### src/rtl/osc_pkg.sv
// Summary of operation
// - Every control and diagnosis exchange on the serial port is a frame of sixteen bits per device.
// - The serial shift path delays bits by one sixteen-bit frame, so only devices with sixteen-bit frames may share the chain.
// - With the sleep-control pin low, the two direct inputs still switch channels 2 and 3 without the digital supply.
// - Each direct input has a channel map, so one input can drive another channel or several channels at once.
// - The off-state open-load test current on a channel flows only when the serial port has commanded it.
// - A channel that reaches its overcurrent threshold turns off and stays off until a serial clear command or a fail-safe restart.
// - In fail-safe mode a shut-off channel whose input is high restarts by itself after the restart time.
// - On-state open-load diagnosis runs only on channels whose load is wired high-side.
// - Every channel has its own temperature input, which switches that channel off when it is too hot.
// - After reset the first direct input drives channel 2 and the second drives channel 3.
// - A channel's drive is the OR of its serial enable, the mapped pulse generators and the mapped inputs.
package osc_pkg;

  localparam int OSC_CH = 8;
  localparam int OSC_FRAME_BITS = 16;
  localparam int OSC_CNT_W = 5;

  // Serial register addresses.
  localparam logic [2:0] OSC_ADDR_EN = 3'h0;
  localparam logic [2:0] OSC_ADDR_IN_ZERO_MAP = 3'h1;
  localparam logic [2:0] OSC_ADDR_IN_ONE_MAP = 3'h2;
  localparam logic [2:0] OSC_ADDR_PMAP0 = 3'h3;
  localparam logic [2:0] OSC_ADDR_PMAP1 = 3'h4;
  localparam logic [2:0] OSC_ADDR_OLOFF = 3'h5;
  localparam logic [2:0] OSC_ADDR_OLON = 3'h6;
  localparam logic [2:0] OSC_ADDR_CLEAR = 3'h7;

  // Reset values.
  localparam logic [7:0] OSC_RST_EN = 8'h00;
  localparam logic [7:0] OSC_RST_IN_ZERO_MAP = 8'h04;
  localparam logic [7:0] OSC_RST_IN_ONE_MAP = 8'h08;
  localparam logic [7:0] OSC_RST_PMAP = 8'h00;
  localparam logic [7:0] OSC_RST_OL = 8'h00;

  // Timing.
  localparam int OSC_CLK_HZ = 50_000_000;
  localparam int OSC_TICK_TIME_MS = 1;
  localparam int OSC_TICK_CYCLES = OSC_CLK_HZ / 1000 * OSC_TICK_TIME_MS;
  localparam int OSC_RETRY_TIME_MS = 10;
  localparam int OSC_RETRY_TICKS = OSC_RETRY_TIME_MS / OSC_TICK_TIME_MS;

  // Synchroniser bit positions.
  localparam int OSC_S_SDI = 0;
  localparam int OSC_S_CSN = 1;
  localparam int OSC_S_SCLK = 2;
  localparam int OSC_S_IN_ZERO = 3;
  localparam int OSC_S_IN_ONE = 4;
  localparam int OSC_S_SLP = 5;
  localparam int OSC_S_VDD = 6;
  localparam int OSC_S_OC = 7;
  localparam int OSC_S_OT = OSC_S_OC + OSC_CH;
  localparam int OSC_S_W = OSC_S_OT + OSC_CH;

  typedef struct packed {
    logic wr;
    logic [2:0] addr;
    logic [3:0] rsvd;
    logic [7:0] data;
  } osc_frame_s;

  typedef struct packed {
    logic [7:0] fault;
    logic [7:0] data;
  } osc_reply_s;

endpackage

### src/rtl/osc_channel.sv
`timescale 1ns/1ps
module osc_channel
  import osc_pkg::*;
#(
  parameter int RETRY_TICKS = OSC_RETRY_TICKS
) (
  // Clock and reset
  input wire logic sys_clk_i,
  input wire logic sys_rst_i,
  // Control
  input wire logic drive_i,
  input wire logic limp_i,
  input wire logic clear_i,
  input wire logic tick_i,
  // Protection sensors
  input wire logic overcurrent_i,
  input wire logic overtemp_i,
  // Status
  output logic on_o,
  output logic fault_o
);

  localparam int RW = $clog2(RETRY_TICKS + 1);
  localparam logic [RW-1:0] RETRY_END = RW'(RETRY_TICKS);

  logic latch_q, latch_d;
  logic on_q, on_d;
  logic [RW-1:0] cnt_q, cnt_d;
  logic trip;
  logic waiting;
  logic restart;

  assign trip = on_q & (overcurrent_i | overtemp_i);
  assign waiting = limp_i & drive_i & latch_q;
  assign restart = waiting & (cnt_q == RETRY_END);
  assign cnt_d = !waiting ? '0 :
                 (tick_i && cnt_q != RETRY_END) ? cnt_q + RW'(1) : cnt_q;
  assign latch_d = trip | (latch_q & ~clear_i & ~restart);
  assign on_d = drive_i & ~latch_d & ~overtemp_i & ~overcurrent_i;

  always_ff @(posedge sys_clk_i) begin
    if (sys_rst_i) begin
      latch_q <= 1'b0;
      on_q <= 1'b0;
      cnt_q <= '0;
    end else begin
      latch_q <= latch_d;
      on_q <= on_d;
      cnt_q <= cnt_d;
    end
  end

  assign on_o = on_q;
  assign fault_o = latch_q;

endmodule

### src/rtl/osc_switch_ctrl.sv
`timescale 1ns/1ps
module osc_switch_ctrl
  import osc_pkg::*;
#(
  parameter int TICK_CYCLES = OSC_TICK_CYCLES,
  parameter int RETRY_TICKS = OSC_RETRY_TICKS
) (
  // Clock and reset
  input wire logic sys_clk_i,
  input wire logic sys_rst_i,
  // Serial port pins
  input wire logic spi_sclk_i,
  input wire logic spi_cs_n_i,
  input wire logic spi_sdi_i,
  output logic spi_sdo_o,
  output logic spi_sdo_oe_o,
  // Direct control pins
  input wire logic direct_input_zero_i,
  input wire logic direct_input_one_i,
  input wire logic sleep_control_pin_n_i,
  input wire logic vdd_ok_i,
  // Internal pulse generators, same clock
  input wire logic [1:0] pwm_gen_i,
  // Analog sensing
  input wire logic [OSC_CH-1:0] overcurrent_i,
  input wire logic [OSC_CH-1:0] overtemp_i,
  input wire logic [OSC_CH-1:0] high_side_i,
  // Power stage controls
  output logic [OSC_CH-1:0] channel_on_o,
  output logic [OSC_CH-1:0] open_load_test_current_o,
  output logic [OSC_CH-1:0] open_load_on_diag_o,
  output logic limp_home_o
);

  // ******************************************************************
  // Input synchronisers
  // ******************************************************************
  logic [OSC_S_W-1:0] async_w;
  logic [OSC_S_W-1:0] meta_q;
  logic [OSC_S_W-1:0] sync_q;

  assign async_w = {overtemp_i, overcurrent_i, vdd_ok_i,
                    sleep_control_pin_n_i, direct_input_one_i,
                    direct_input_zero_i, spi_sclk_i, spi_cs_n_i, spi_sdi_i};

  always_ff @(posedge sys_clk_i) begin
    if (sys_rst_i) begin
      meta_q <= '0;
      sync_q <= '0;
    end else begin
      meta_q <= async_w;
      sync_q <= meta_q;
    end
  end

  logic sdi_s, csn_s, sclk_s, awake_s, vdd_s;
  logic direct_input_zero_s, direct_input_one_s;
  logic [OSC_CH-1:0] oc_s, ot_s;
  assign sdi_s = sync_q[OSC_S_SDI];
  assign csn_s = sync_q[OSC_S_CSN];
  assign sclk_s = sync_q[OSC_S_SCLK];
  assign direct_input_zero_s = sync_q[OSC_S_IN_ZERO];
  assign direct_input_one_s = sync_q[OSC_S_IN_ONE];
  assign awake_s = sync_q[OSC_S_SLP];
  assign vdd_s = sync_q[OSC_S_VDD];
  assign oc_s = sync_q[OSC_S_OC +: OSC_CH];
  assign ot_s = sync_q[OSC_S_OT +: OSC_CH];

  // Registers lose their contents whenever the serial side is unpowered.
  logic spi_ok;
  logic limp;
  assign spi_ok = vdd_s & awake_s;
  assign limp = ~awake_s & (direct_input_zero_s | direct_input_one_s);

  // ******************************************************************
  // Serial shift engine
  // ******************************************************************
  logic sclk_q, csn_q;
  logic [OSC_FRAME_BITS-1:0] shift_q, shift_d;
  logic [OSC_CNT_W-1:0] bits_q, bits_d;
  logic sdo_q, sdo_d;
  logic sdo_oe_q;
  logic cs_fall, cs_rise, sclk_rise, sclk_fall;
  logic frame_ok;
  osc_frame_s frame;
  osc_reply_s reply;

  assign cs_fall = csn_q & ~csn_s & spi_ok;
  assign cs_rise = ~csn_q & csn_s;
  assign sclk_rise = ~csn_s & ~sclk_q & sclk_s & spi_ok;
  assign sclk_fall = ~csn_s & sclk_q & ~sclk_s & spi_ok;
  assign frame = osc_frame_s'(shift_q);
  assign frame_ok = spi_ok & cs_rise & (bits_q[3:0] == 4'h0) &
                    (bits_q != '0);

  assign shift_d = cs_fall ? OSC_FRAME_BITS'(reply) :
                   sclk_fall ? {shift_q[OSC_FRAME_BITS-2:0], sdi_s} :
                   shift_q;
  // Counter wraps on multiples of sixteen, so long chains still commit.
  assign bits_d = cs_fall ? '0 :
                  sclk_fall ? {1'b1, bits_q[3:0] + 4'h1} : bits_q;
  assign sdo_d = cs_fall ? reply.fault[7] :
                 sclk_rise ? shift_q[OSC_FRAME_BITS-1] : sdo_q;

  always_ff @(posedge sys_clk_i) begin
    if (sys_rst_i) begin
      sclk_q <= 1'b0;
      csn_q <= 1'b1;
      shift_q <= '0;
      bits_q <= '0;
      sdo_q <= 1'b0;
      sdo_oe_q <= 1'b0;
    end else begin
      sclk_q <= sclk_s;
      csn_q <= csn_s;
      shift_q <= shift_d;
      bits_q <= bits_d;
      sdo_q <= sdo_d;
      sdo_oe_q <= ~csn_s & spi_ok;
    end
  end

  // ******************************************************************
  // Register file
  // ******************************************************************
  logic [7:0] en_q, pmap0_q, pmap1_q, oloff_q, olon_q;
  logic [7:0] input_zero_channel_map_q, input_one_channel_map_q;
  logic [2:0] rd_addr_q;
  logic [7:0] rd_data;
  logic [OSC_CH-1:0] clear_q;
  logic [OSC_CH-1:0] fault_w;
  logic wr;

  assign wr = frame_ok & frame.wr;
  assign rd_data = (rd_addr_q == OSC_ADDR_EN) ? en_q :
                   (rd_addr_q == OSC_ADDR_IN_ZERO_MAP) ?
                   input_zero_channel_map_q :
                   (rd_addr_q == OSC_ADDR_IN_ONE_MAP) ?
                   input_one_channel_map_q :
                   (rd_addr_q == OSC_ADDR_PMAP0) ? pmap0_q :
                   (rd_addr_q == OSC_ADDR_PMAP1) ? pmap1_q :
                   (rd_addr_q == OSC_ADDR_OLOFF) ? oloff_q :
                   (rd_addr_q == OSC_ADDR_OLON) ? olon_q :
                   channel_on_o;
  assign reply = '{fault: fault_w, data: rd_data};

  always_ff @(posedge sys_clk_i) begin
    if (sys_rst_i || !spi_ok) begin
      en_q <= OSC_RST_EN;
      input_zero_channel_map_q <= OSC_RST_IN_ZERO_MAP;
      input_one_channel_map_q <= OSC_RST_IN_ONE_MAP;
      pmap0_q <= OSC_RST_PMAP;
      pmap1_q <= OSC_RST_PMAP;
      oloff_q <= OSC_RST_OL;
      olon_q <= OSC_RST_OL;
      rd_addr_q <= OSC_ADDR_EN;
      clear_q <= '0;
    end else begin
      if (frame_ok) begin
        rd_addr_q <= frame.addr;
      end
      if (wr && frame.addr == OSC_ADDR_EN) begin
        en_q <= frame.data;
      end
      if (wr && frame.addr == OSC_ADDR_IN_ZERO_MAP) begin
        input_zero_channel_map_q <= frame.data;
      end
      if (wr && frame.addr == OSC_ADDR_IN_ONE_MAP) begin
        input_one_channel_map_q <= frame.data;
      end
      if (wr && frame.addr == OSC_ADDR_PMAP0) begin
        pmap0_q <= frame.data;
      end
      if (wr && frame.addr == OSC_ADDR_PMAP1) begin
        pmap1_q <= frame.data;
      end
      if (wr && frame.addr == OSC_ADDR_OLOFF) begin
        oloff_q <= frame.data;
      end
      if (wr && frame.addr == OSC_ADDR_OLON) begin
        olon_q <= frame.data;
      end
      clear_q <= (wr && frame.addr == OSC_ADDR_CLEAR) ? frame.data : '0;
    end
  end

  // ******************************************************************
  // Millisecond tick
  // ******************************************************************
  localparam int TW = $clog2(TICK_CYCLES + 1);
  localparam logic [TW-1:0] TICK_END = TW'(TICK_CYCLES - 1);
  logic [TW-1:0] div_q;
  logic tick_q;

  always_ff @(posedge sys_clk_i) begin
    if (sys_rst_i) begin
      div_q <= '0;
      tick_q <= 1'b0;
    end else begin
      div_q <= (div_q == TICK_END) ? '0 : div_q + TW'(1);
      tick_q <= (div_q == TICK_END);
    end
  end

  // ******************************************************************
  // Channel drive and protection
  // ******************************************************************
  logic [OSC_CH-1:0] drive_w;
  logic [OSC_CH-1:0] on_w;
  logic [OSC_CH-1:0] oltc_q, olon_diag_q;
  logic limp_q;

  assign drive_w = en_q | (pmap0_q & {OSC_CH{pwm_gen_i[0]}}) |
                   (pmap1_q & {OSC_CH{pwm_gen_i[1]}}) |
                   (input_zero_channel_map_q &
                    {OSC_CH{direct_input_zero_s}}) |
                   (input_one_channel_map_q &
                    {OSC_CH{direct_input_one_s}});

  genvar g;
  generate
    for (g = 0; g < OSC_CH; g++) begin : g_ch
      osc_channel #(
        .RETRY_TICKS(RETRY_TICKS)
      ) u_ch (
        .sys_clk_i(sys_clk_i),
        .sys_rst_i(sys_rst_i),
        .drive_i(drive_w[g]),
        .limp_i(limp),
        .clear_i(clear_q[g]),
        .tick_i(tick_q),
        .overcurrent_i(oc_s[g]),
        .overtemp_i(ot_s[g]),
        .on_o(on_w[g]),
        .fault_o(fault_w[g])
      );
    end
  endgenerate

  always_ff @(posedge sys_clk_i) begin
    if (sys_rst_i) begin
      oltc_q <= '0;
      olon_diag_q <= '0;
      limp_q <= 1'b0;
    end else begin
      oltc_q <= oloff_q & ~on_w;
      olon_diag_q <= olon_q & high_side_i & on_w;
      limp_q <= limp;
    end
  end

  assign channel_on_o = on_w;
  assign open_load_test_current_o = oltc_q;
  assign open_load_on_diag_o = olon_diag_q;
  assign limp_home_o = limp_q;
  assign spi_sdo_o = sdo_q;
  assign spi_sdo_oe_o = sdo_oe_q;

endmodule

### config.mk
export PLATFORM = sky130hd
export DESIGN_NAME = osc_switch_ctrl
export DESIGN_NICKNAME = d
export VERILOG_FILES = /design/src/rtl/osc_pkg.sv /design/src/rtl/osc_channel.sv /design/src/rtl/osc_switch_ctrl.sv
export SDC_FILE = /design/constraint.sdc
export NUM_CORES = 1
export LEC_CHECK = 0
export BUFFER_PORTS_ARGS = -buffer_cell sky130_fd_sc_hd__buf_4
export CAP_MARGIN = 0
export CELL_PAD_IN_SITES_DETAIL_PLACEMENT = 1
export CELL_PAD_IN_SITES_GLOBAL_PLACEMENT = 2
export CORE_AREA = 2 2 151 153
export CTS_CLUSTER_SIZE = 40
export DETAILED_ROUTE_END_ITERATION = 10
export DIE_AREA = 0 0 153 155
export PLACE_DENSITY_LB_ADDON = 0.1
export REMOVE_ABC_BUFFERS = 1
export SLEW_MARGIN = 10
export SYNTH_ARGS = -nofsm -noshare
export SYNTH_HDL_FRONTEND = slang
export SYNTH_SLANG_ARGS = --single-unit
### constraint.sdc
create_clock -name sys_clk_i -period 3.64 [get_ports sys_clk_i]
set_input_delay 0.728 -clock sys_clk_i [delete_from_list [all_inputs] [get_ports sys_clk_i]]
set_output_delay 0.728 -clock sys_clk_i [all_outputs]
set_load 0.05 [all_outputs]
==> flow_metrics.tcl, run 1 <==
set metrics [dict create \
    status "completed" \
    clk_pin_slew_ps 60 \
    dp_hpwl_um 16800 \
    initial_core_util 0.399 \
    min_to "meta_q[4]" \
    cts-resized-gates 0 \
    post_cts_buffers 0 \
    ys_types 54 \
    path_cells "nand2_1, nand4bb_1, nor4_4, buf_4, mux2i_1, nor2_1" \
    via_per_inst 5.44 \
    drt-total-wl_um 24800 \
    min_path_type "in2reg" \
    grt_pass1_wl_um 39500 \
    setup_violations 0 \
    cellLeakagePower_nw 3.82 \
    num_rows 55 \
    worstSetupEndpointType "register" \
    ys_seq_elements 220 \
    gp_congestion 0.821 \
    io_pins 62 \
    fp.dieH_um 155 \
    syn2layout_area_growth_pct 15.3 \
    holdWs_ps 418 \
    drt_iter0_markers 282 \
    grt_usage 0.209 \
    ys_warn_count 0 \
    hold_buffers 0 \
    slew_viol_final 0 \
    cts_buffer_depth 3 \
    htreeDepth 1 \
    rsz0062_at_grt "no" \
    worstSkewPairLatency_ps 520 \
    grt_pass1_vias 7305 \
    wl_per_cell_um 19.6 \
    tightest_slew_ps 1260 \
    final_cell_mix "dfxtp_1, nor2_1, buf_4, mux2i_1, nor2b_1" \
    ys.flop_type "dfxtp_1" \
    fmax_mhz 379 \
    vias 6888 \
    crit_path_top_delay_cell "nor4_4" \
    rrSetupSlack_ps 1000 \
    ys_seq_area_frac 0.496 \
    critPathMaxStageDelay_ps 800 \
    die_w_um 153 \
    antenna_left 0 \
    path_max_fanout 9 \
    crit_required_ps 4020 \
    arrival_ps 3020 \
    fin_crit_ps 2640 \
    synth_cells 930 \
    avgSynthCellArea_um2 9.55 \
    syn-cell-area_um2 8880 \
    cap_viol_max_count 0 \
    hold_path_startpoint "direct_input_one_i" \
    slew-limit-headroom 0.160 \
    drive_above_1_share 0.124 \
    start_kind "register" \
    antenna_found_initial 0 \
    first_pass_iters 6 \
    cp_top_family "simple AND/OR/NAND/NOR gates" \
    crit_type "reg2reg" \
    fp.dieArea_um2 23700 \
    coreArea_um2 22200 \
    p_per_area_nw_per_um2 476 \
    vdd_drop_max_mv 0.297 \
    crit_buf_inv 1 \
    worst_clock_skew_ps 9.46 \
    async_reset_ff_frac 0 \
    cts.sinks 220 \
    min_path_cells 2 \
    antenna_cells 0 \
    grt_max_degree 58 \
    port_buffers 61 \
    fin_setup_tns_ps 0 \
    final_nets 1023 \
    r2r_end "en_q[1]" \
    r2r_start "sync_q[5]" \
    synth_edf_count 0 \
    drc 0 \
    reg2reg_depth 6 \
    cts_buffers 25 \
    cts_root_buf "clkbuf_16" \
    post-route-period-util 0.724 \
    final_util 0.461 \
    cts_tree "done" \
    grt_overflow 0 \
    final_common_cell "dfxtp_1" \
    hold_viol_final 0 \
]
-- registers in the layout, indices dropped and copies added (netlist names), 16 cells and up --
register	cells
meta_q	23
div_q	16
g_ch.u_ch.cnt_q	32
sync_q	23
frame	16
-- routing by layer --
layer / up-vias / global-route usage / routed length, um
met5: - / 0 / 0
met4: 0 / 0.0648 / 606
met3: 40 / 0.0320 / 965
met2: 121 / 0.362 / 12000
met1: 3427 / 0.269 / 11200
li1: 3300 / - / -
-- cell usage after synthesis, drive strengths merged, types with 20 or more instances --
cell,number,area [um2]
mux2i,59,591
dfxtp,220,4400
nand3,25,125
nand2b,20,125
nor2,147,552
o22ai,22,138
nor2b,49,307
a21oi,29,145
xor2,29,254
inv,23,86.3
nand2,36,135
clkbuf,41,154
-- power breakdown --
part / internal (mW) / switching [mW] / leakage, nW / total [mW]
Sequential: 2.44 / 0.0197 / 1.78 / 2.46
Clock: 1.35 / 0.959 / 0.363 / 2.31
Combinational: 0.0510 / 0.0599 / 1.68 / 0.111
Total: 3.84 / 1.04 / 3.82 / 4.88
-- kinds of logic after synthesis --
group                      count (synthesis)  share of synthesized area
xor gates and xnor gates                  41                     0.0404
and+or+nand+nor                          379                      0.226
adders and majority gates                 19                     0.0268
AOI/OAI and AO/OA                        121                     0.0943
muxes                                     67                     0.0767
buffers and inverters                     83                     0.0402
DFF                                      220                      0.496
-- worst max path at each step --
stage	startpoint	end	slack, ps	cells after the start
global route	sync_q[5]	en_q[2]	810	6
floorplan	sys_rst_i	clear_q[0]	790	3
CTS	sync_q[5]	en_q[2]	990	6
finish	sync_q[5]	en_q[1]	1000	6
detailed placement	sync_q[5]	en_q[2]	960	6
global placement	sync_q[5]	en_q[1]	1040	6
-- through the flow --
| step | worst slack, ps | power [mW] | cells | instance area [um2] |
|---|---|---|---|---|
| 3_5_place_dp | 957 | 2.63 | 1227 | 9510 |
| 4_1_cts | 986 | 4.94 | 1266 | 10200 |
| 3_3_place_gp | 1040 | 2.62 | 1227 | 9510 |
| 2_1_floorplan | 787 | 2.55 | 870 | 8610 |
| 5_1_grt | 808 | 5.05 | 1266 | 10200 |
| 6_report | 1000 | 4.88 | 1266 | 10200 |
-- cell type report --
| cell class | instances | area (um2) |
|---|---|---|
| sequential | 220 | 4400 |
| tap | 285 | 357 |
| inverter | 23 | 86.3 |
| clock inverter | 3 | 18.8 |
| clock buffer | 36 | 717 |
| multi-input combinational | 627 | 4120 |
| fill | 2495 | 12000 |
| timing repair buffer | 72 | 541 |
Note: power is estimated with default switching activity, not from simulation.
==> inputs of run 2 (changes only) <==
CORE_AREA = 2 2 156 158   (was 2 2 151 153)
DIE_AREA = 0 0 158 160   (was 0 0 153 155)
clock period = 2.6 ns   (was 3.64 ns; I/O delays follow)
==> flow_metrics.tcl, run 2 (synthesis results as in run 1) <==
set metrics [dict create \
    rrSetupSlack_ps 210 \
    vias 6907 \
    initial_core_util 0.373 \
    path_cells "and4bb_1, nand4bb_1, or4_1, mux2i_1, nor2_1" \
    antenna_left 0 \
    final_util 0.439 \
    cellLeakagePower_nw 3.93 \
    drt-total-wl_um 24900 \
    port_buffers 61 \
    drive_above_1_share 0.143 \
    worstSetupEndpointType "register" \
    critPathMaxStageDelay_ps 870 \
    drc 0 \
    p_per_area_nw_per_um2 655 \
    via_per_inst 5.20 \
    post_cts_buffers 0 \
    antenna_found_initial 1 \
    reg2reg_depth 5 \
    place_ws_ps 181 \
    io_pins 62 \
    crit_type "reg2reg" \
    cts_tree "done" \
    seq_area_um2 4400 \
    wl_met3_um 1270 \
    gp_congestion 0.784 \
    htreeDepth 1 \
    top_register "g_ch.u_ch.cnt_q" \
    wl_met1_um 10800 \
    post-route-period-util 0.920 \
    top_layer_used "met4" \
    dp_hpwl_um 17500 \
    status "completed" \
    fin_cells 1329 \
    fin_ws_ps 208 \
    holdWs_ps 224 \
    syn2layout_area_growth_pct 17.8 \
    vdd_drop_max_mv 0.333 \
    min_path_type "in2reg" \
    fmax_mhz 418 \
    largest_reg_flops 32 \
    die_w_um 158 \
    cts_root_buf "clkbuf_16" \
    endpoint "input_zero_channel_map_q[3]" \
    critPathLaunch "sync_q[1]" \
    first_pass_iters 5 \
    num_rows 57 \
    final_area_um2 10500 \
    drt_iter0_markers 330 \
    crit_buf_inv 0 \
    setup_violations 0 \
    grt_pass1_vias 7415 \
    r2r_start "sync_q[1]" \
    slew_viol_final 0 \
    final_common_cell "dfxtp_1" \
    placed_area_um2 9710 \
    cts_buffer_depth 3 \
    grt_usage 0.200 \
    dp_cells 1286 \
    final_cell_mix "dfxtp_1, nor2_1, buf_4, mux2i_1, nor2b_1" \
    worst_clock_skew_ps 9.39 \
    cts.sinks 220 \
    grt_pass1_wl_um 39900 \
    clk_pin_slew_ps 60 \
    tightest_slew_ps 904 \
    fin_crit_ps 2390 \
    reg.largest.list "g_ch.u_ch.cnt_q x32, meta_q x23, sync_q x23" \
    multiInputGateArea_um2 4120 \
    start_kind "register" \
    grt_max_degree 58 \
    cts_buffers 25 \
    path_max_fanout 8 \
    arrival_ps 2760 \
    grt_overflow 0 \
    min_path_cells 2 \
    fill_cells 2711 \
    fp.dieArea_um2 25300 \
    coreArea_um2 23800 \
    fp.dieH_um 160 \
    wl_met2_um 12300 \
    cp_top_family "simple AND/OR/NAND/NOR gates" \
    slew-limit-headroom 0.394 \
    final_nets 1043 \
    crit_required_ps 2970 \
    r2r_end "input_zero_channel_map_q[3]" \
    cap_viol_max_count 0 \
    rsz0062_at_grt "no" \
    wl_per_cell_um 18.8 \
    worstSkewPairLatency_ps 510 \
    cp.depth 5 \
    crit_path_top_delay_cell "or4_1" \
    hold_viol_final 0 \
]
[run 2: cell types whose count changed in the layout (fill, tap and decap cells not counted), sizes merged]
cell	previous run	this run
inv	24	23
buf	72	92
diode	0	1
clkinv	2	5
bufinv	0	1
[run 2: worst min-delay path by stage]
| stage | slack [ps] | endpoint | startpoint |
|---|---|---|---|
| after global routing | 210 | meta_q[0] | spi_sdi_i |
| final | 220 | meta_q[10] | overcurrent_i[3] |
| after CTS | 200 | meta_q[1] | spi_cs_n_i |
| after floorplan | 410 | sync_q[0] | meta_q[0] |
| after detailed placement | 430 | sync_q[2] | meta_q[2] |
| after global placement | 420 | sync_q[7] | meta_q[7] |
[run 2: area by class of cell]
type,count,share of cell area
multi-input combinational,627,0.394
clock buffer,36,0.0666
antenna,1,0.000239
tap,324,0.0387
sequential,220,0.421
timing repair buffer,92,0.0660
inverter,23,0.00825
clock inverter,6,0.00526
[run 2: repair_timing]
action                     4_1_cts  5_1_grt
resized for setup                0        1
hold buffers                     0        0
setup endpoints to repair        0        4
[run 2: worst reg2reg max path, cell delays in order (launching register included)]
cell       delay, ps
dfxtp_1          450
and4bb_1         250
nand4bb_1        380
or4_1            870
mux2i_1          260
nor2_1            60
[run 2: metal layers]
layer  GRT usage  up-vias
met1       0.257     3396
met4      0.0586        0
met2       0.345      136
met3      0.0296       45
met5           0        -
li1            -     3330
[run 2: stage by stage]
stage	power (mW)	TNS, ps
after floorplan	3.57	-359
after global placement	3.67	0
after detailed placement	3.68	0
after CTS	6.98	0
after global routing	7.15	0
final	6.86	0
[run 2: power by group]
group | total [mW] | switching, mW | internal [mW]
sequential | 3.44 | 0.0289 | 3.41
combinational | 0.158 | 0.0835 | 0.0746
clock | 3.25 | 1.31 | 1.94
total | 6.86 | 1.43 | 5.43
==> inputs of run 3 (changes only) <==
==> constraint.sdc (replaced) <==
create_clock -name sys_clk_i -period 2.6 [get_ports sys_clk_i]
set_input_delay 0.13 -clock sys_clk_i [delete_from_list [all_inputs] [get_ports sys_clk_i]]
set_output_delay 0.13 -clock sys_clk_i [all_outputs]
set_load 0.05 [all_outputs]
==> flow_metrics.tcl, run 3 (synthesis results as in run 1) <==
set metrics [dict create \
    status "completed" \
    port_buffers 61 \
    top_register "g_ch.u_ch.cnt_q" \
    cts-resized-gates 0 \
    fin_crit_ps 2370 \
    num_rows 57 \
    fin_ws_ps 231 \
    worstSetupEndpointType "register" \
    path_cells "and4bb_1, nand4bb_1, or4_1, mux2i_1, nor2_1" \
    worst_clock_skew_ps 12.8 \
    gp_congestion 0.799 \
    hold_viol_final 0 \
    cts_tree "done" \
    crit_type "reg2reg" \
    fp.dieArea_um2 25300 \
    cellLeakagePower_nw 4.10 \
    syn2layout_area_growth_pct 22.2 \
    place_ws_ps 216 \
    grt_pass1_wl_um 40100 \
    via_per_inst 5.10 \
    cap_viol_max_count 0 \
    antenna_cells 0 \
    tightest_slew_ps 884 \
    setup_violations 0 \
    dp_hpwl_um 16900 \
    final_util 0.456 \
    drc 0 \
    post_cts_buffers 0 \
    start_kind "register" \
    coreArea_um2 23800 \
    grt_usage 0.202 \
    final_nets 1075 \
    final_area_um2 10900 \
    arrival_ps 2760 \
    vdd_drop_max_mv 0.478 \
    first_pass_iters 5 \
    dp_cells 1287 \
    largest_reg_flops 32 \
    wl_met3_um 834 \
    initial_core_util 0.373 \
    cts.sinks 220 \
    vias 6956 \
    top_layer_used "met4" \
    fp.dieH_um 160 \
    min_path_type "in2reg" \
    drive_above_1_share 0.144 \
    final_common_cell "dfxtp_1" \
    fmax_mhz 422 \
    slew_viol_final 0 \
    io_pins 62 \
    clk_pin_slew_ps 60 \
    htreeDepth 1 \
    antenna_found_initial 0 \
    worstSkewPairLatency_ps 530 \
    wl_per_cell_um 18.4 \
    antenna_left 0 \
    final_cell_mix "dfxtp_1, nor2_1, buf_4, mux2i_1, nor2b_1" \
    holdWs_ps 107 \
    wl_met2_um 12400 \
    drt_iter0_markers 421 \
    placed_area_um2 9730 \
    rsz0062_at_grt "no" \
    reg.largest.list "g_ch.u_ch.cnt_q x32, meta_q x23, sync_q x23" \
    path_max_fanout 8 \
    die_w_um 158 \
    fin_setup_tns_ps 0 \
    crit_path_top_delay_cell "or4_1" \
    critPathMaxStageDelay_ps 910 \
    post-route-period-util 0.911 \
    slew-limit-headroom 0.407 \
    grt_overflow 0 \
    cts_buffer_depth 3 \
    grt_max_degree 58 \
    cts_buffers 25 \
    cts_root_buf "clkbuf_16" \
    wl_met1_um 11500 \
    power_mw 7.10 \
    hold_buffers 31 \
    fin_cells 1364 \
    drt-total-wl_um 25200 \
    grt_pass1_vias 7361 \
    crit_required_ps 2990 \
    p_per_area_nw_per_um2 654 \
]
## run 3: cell type report
| cell class | count | area (um2) |
|---|---|---|
| well taps | 324 | 405 |
| clock buffers | 38 | 744 |
| multi-input cells | 627 | 4120 |
| repair buffers | 124 | 1020 |
| fillers | 2709 | 13000 |
| inverters | 23 | 86.3 |
| clock inverters | 8 | 71.3 |
| flip-flops and latches | 220 | 4400 |
## run 3: per-layer routing
layer,GRT usage,up-vias
met5,0,-
met4,0.0516,0
met3,0.0263,33
met2,0.350,112
met1,0.264,3419
li1,-,3392
## run 3: final timing paths
| check | start | end | slack, ps | cells past startpoint |
|---|---|---|---|---|
| max | sync_q[1] | oloff_q[5] | 230 | 5 |
| min | sys_rst_i | tick_q | 110 | 2 |
| max reg2reg | sync_q[1] | oloff_q[5] | 230 | 5 |
| min reg2reg | meta_q[2] | sync_q[2] | 440 | 1 |
## run 3: where the power goes
part | leakage [nW] | switching, mW | internal [mW] | total (mW)
sequential | 1.78 | 0.0292 | 3.41 | 3.44
combinational | 1.91 | 0.0938 | 0.105 | 0.198
clock | 0.404 | 1.39 | 2.07 | 3.46
## run 3: critical path, delay by kind of cell (launching register included)
| kind | cells | cell delay [ps] |
|---|---|---|
| mux | 1 | 260 |
| flops | 1 | 440 |
| simple gates | 4 | 1530 |
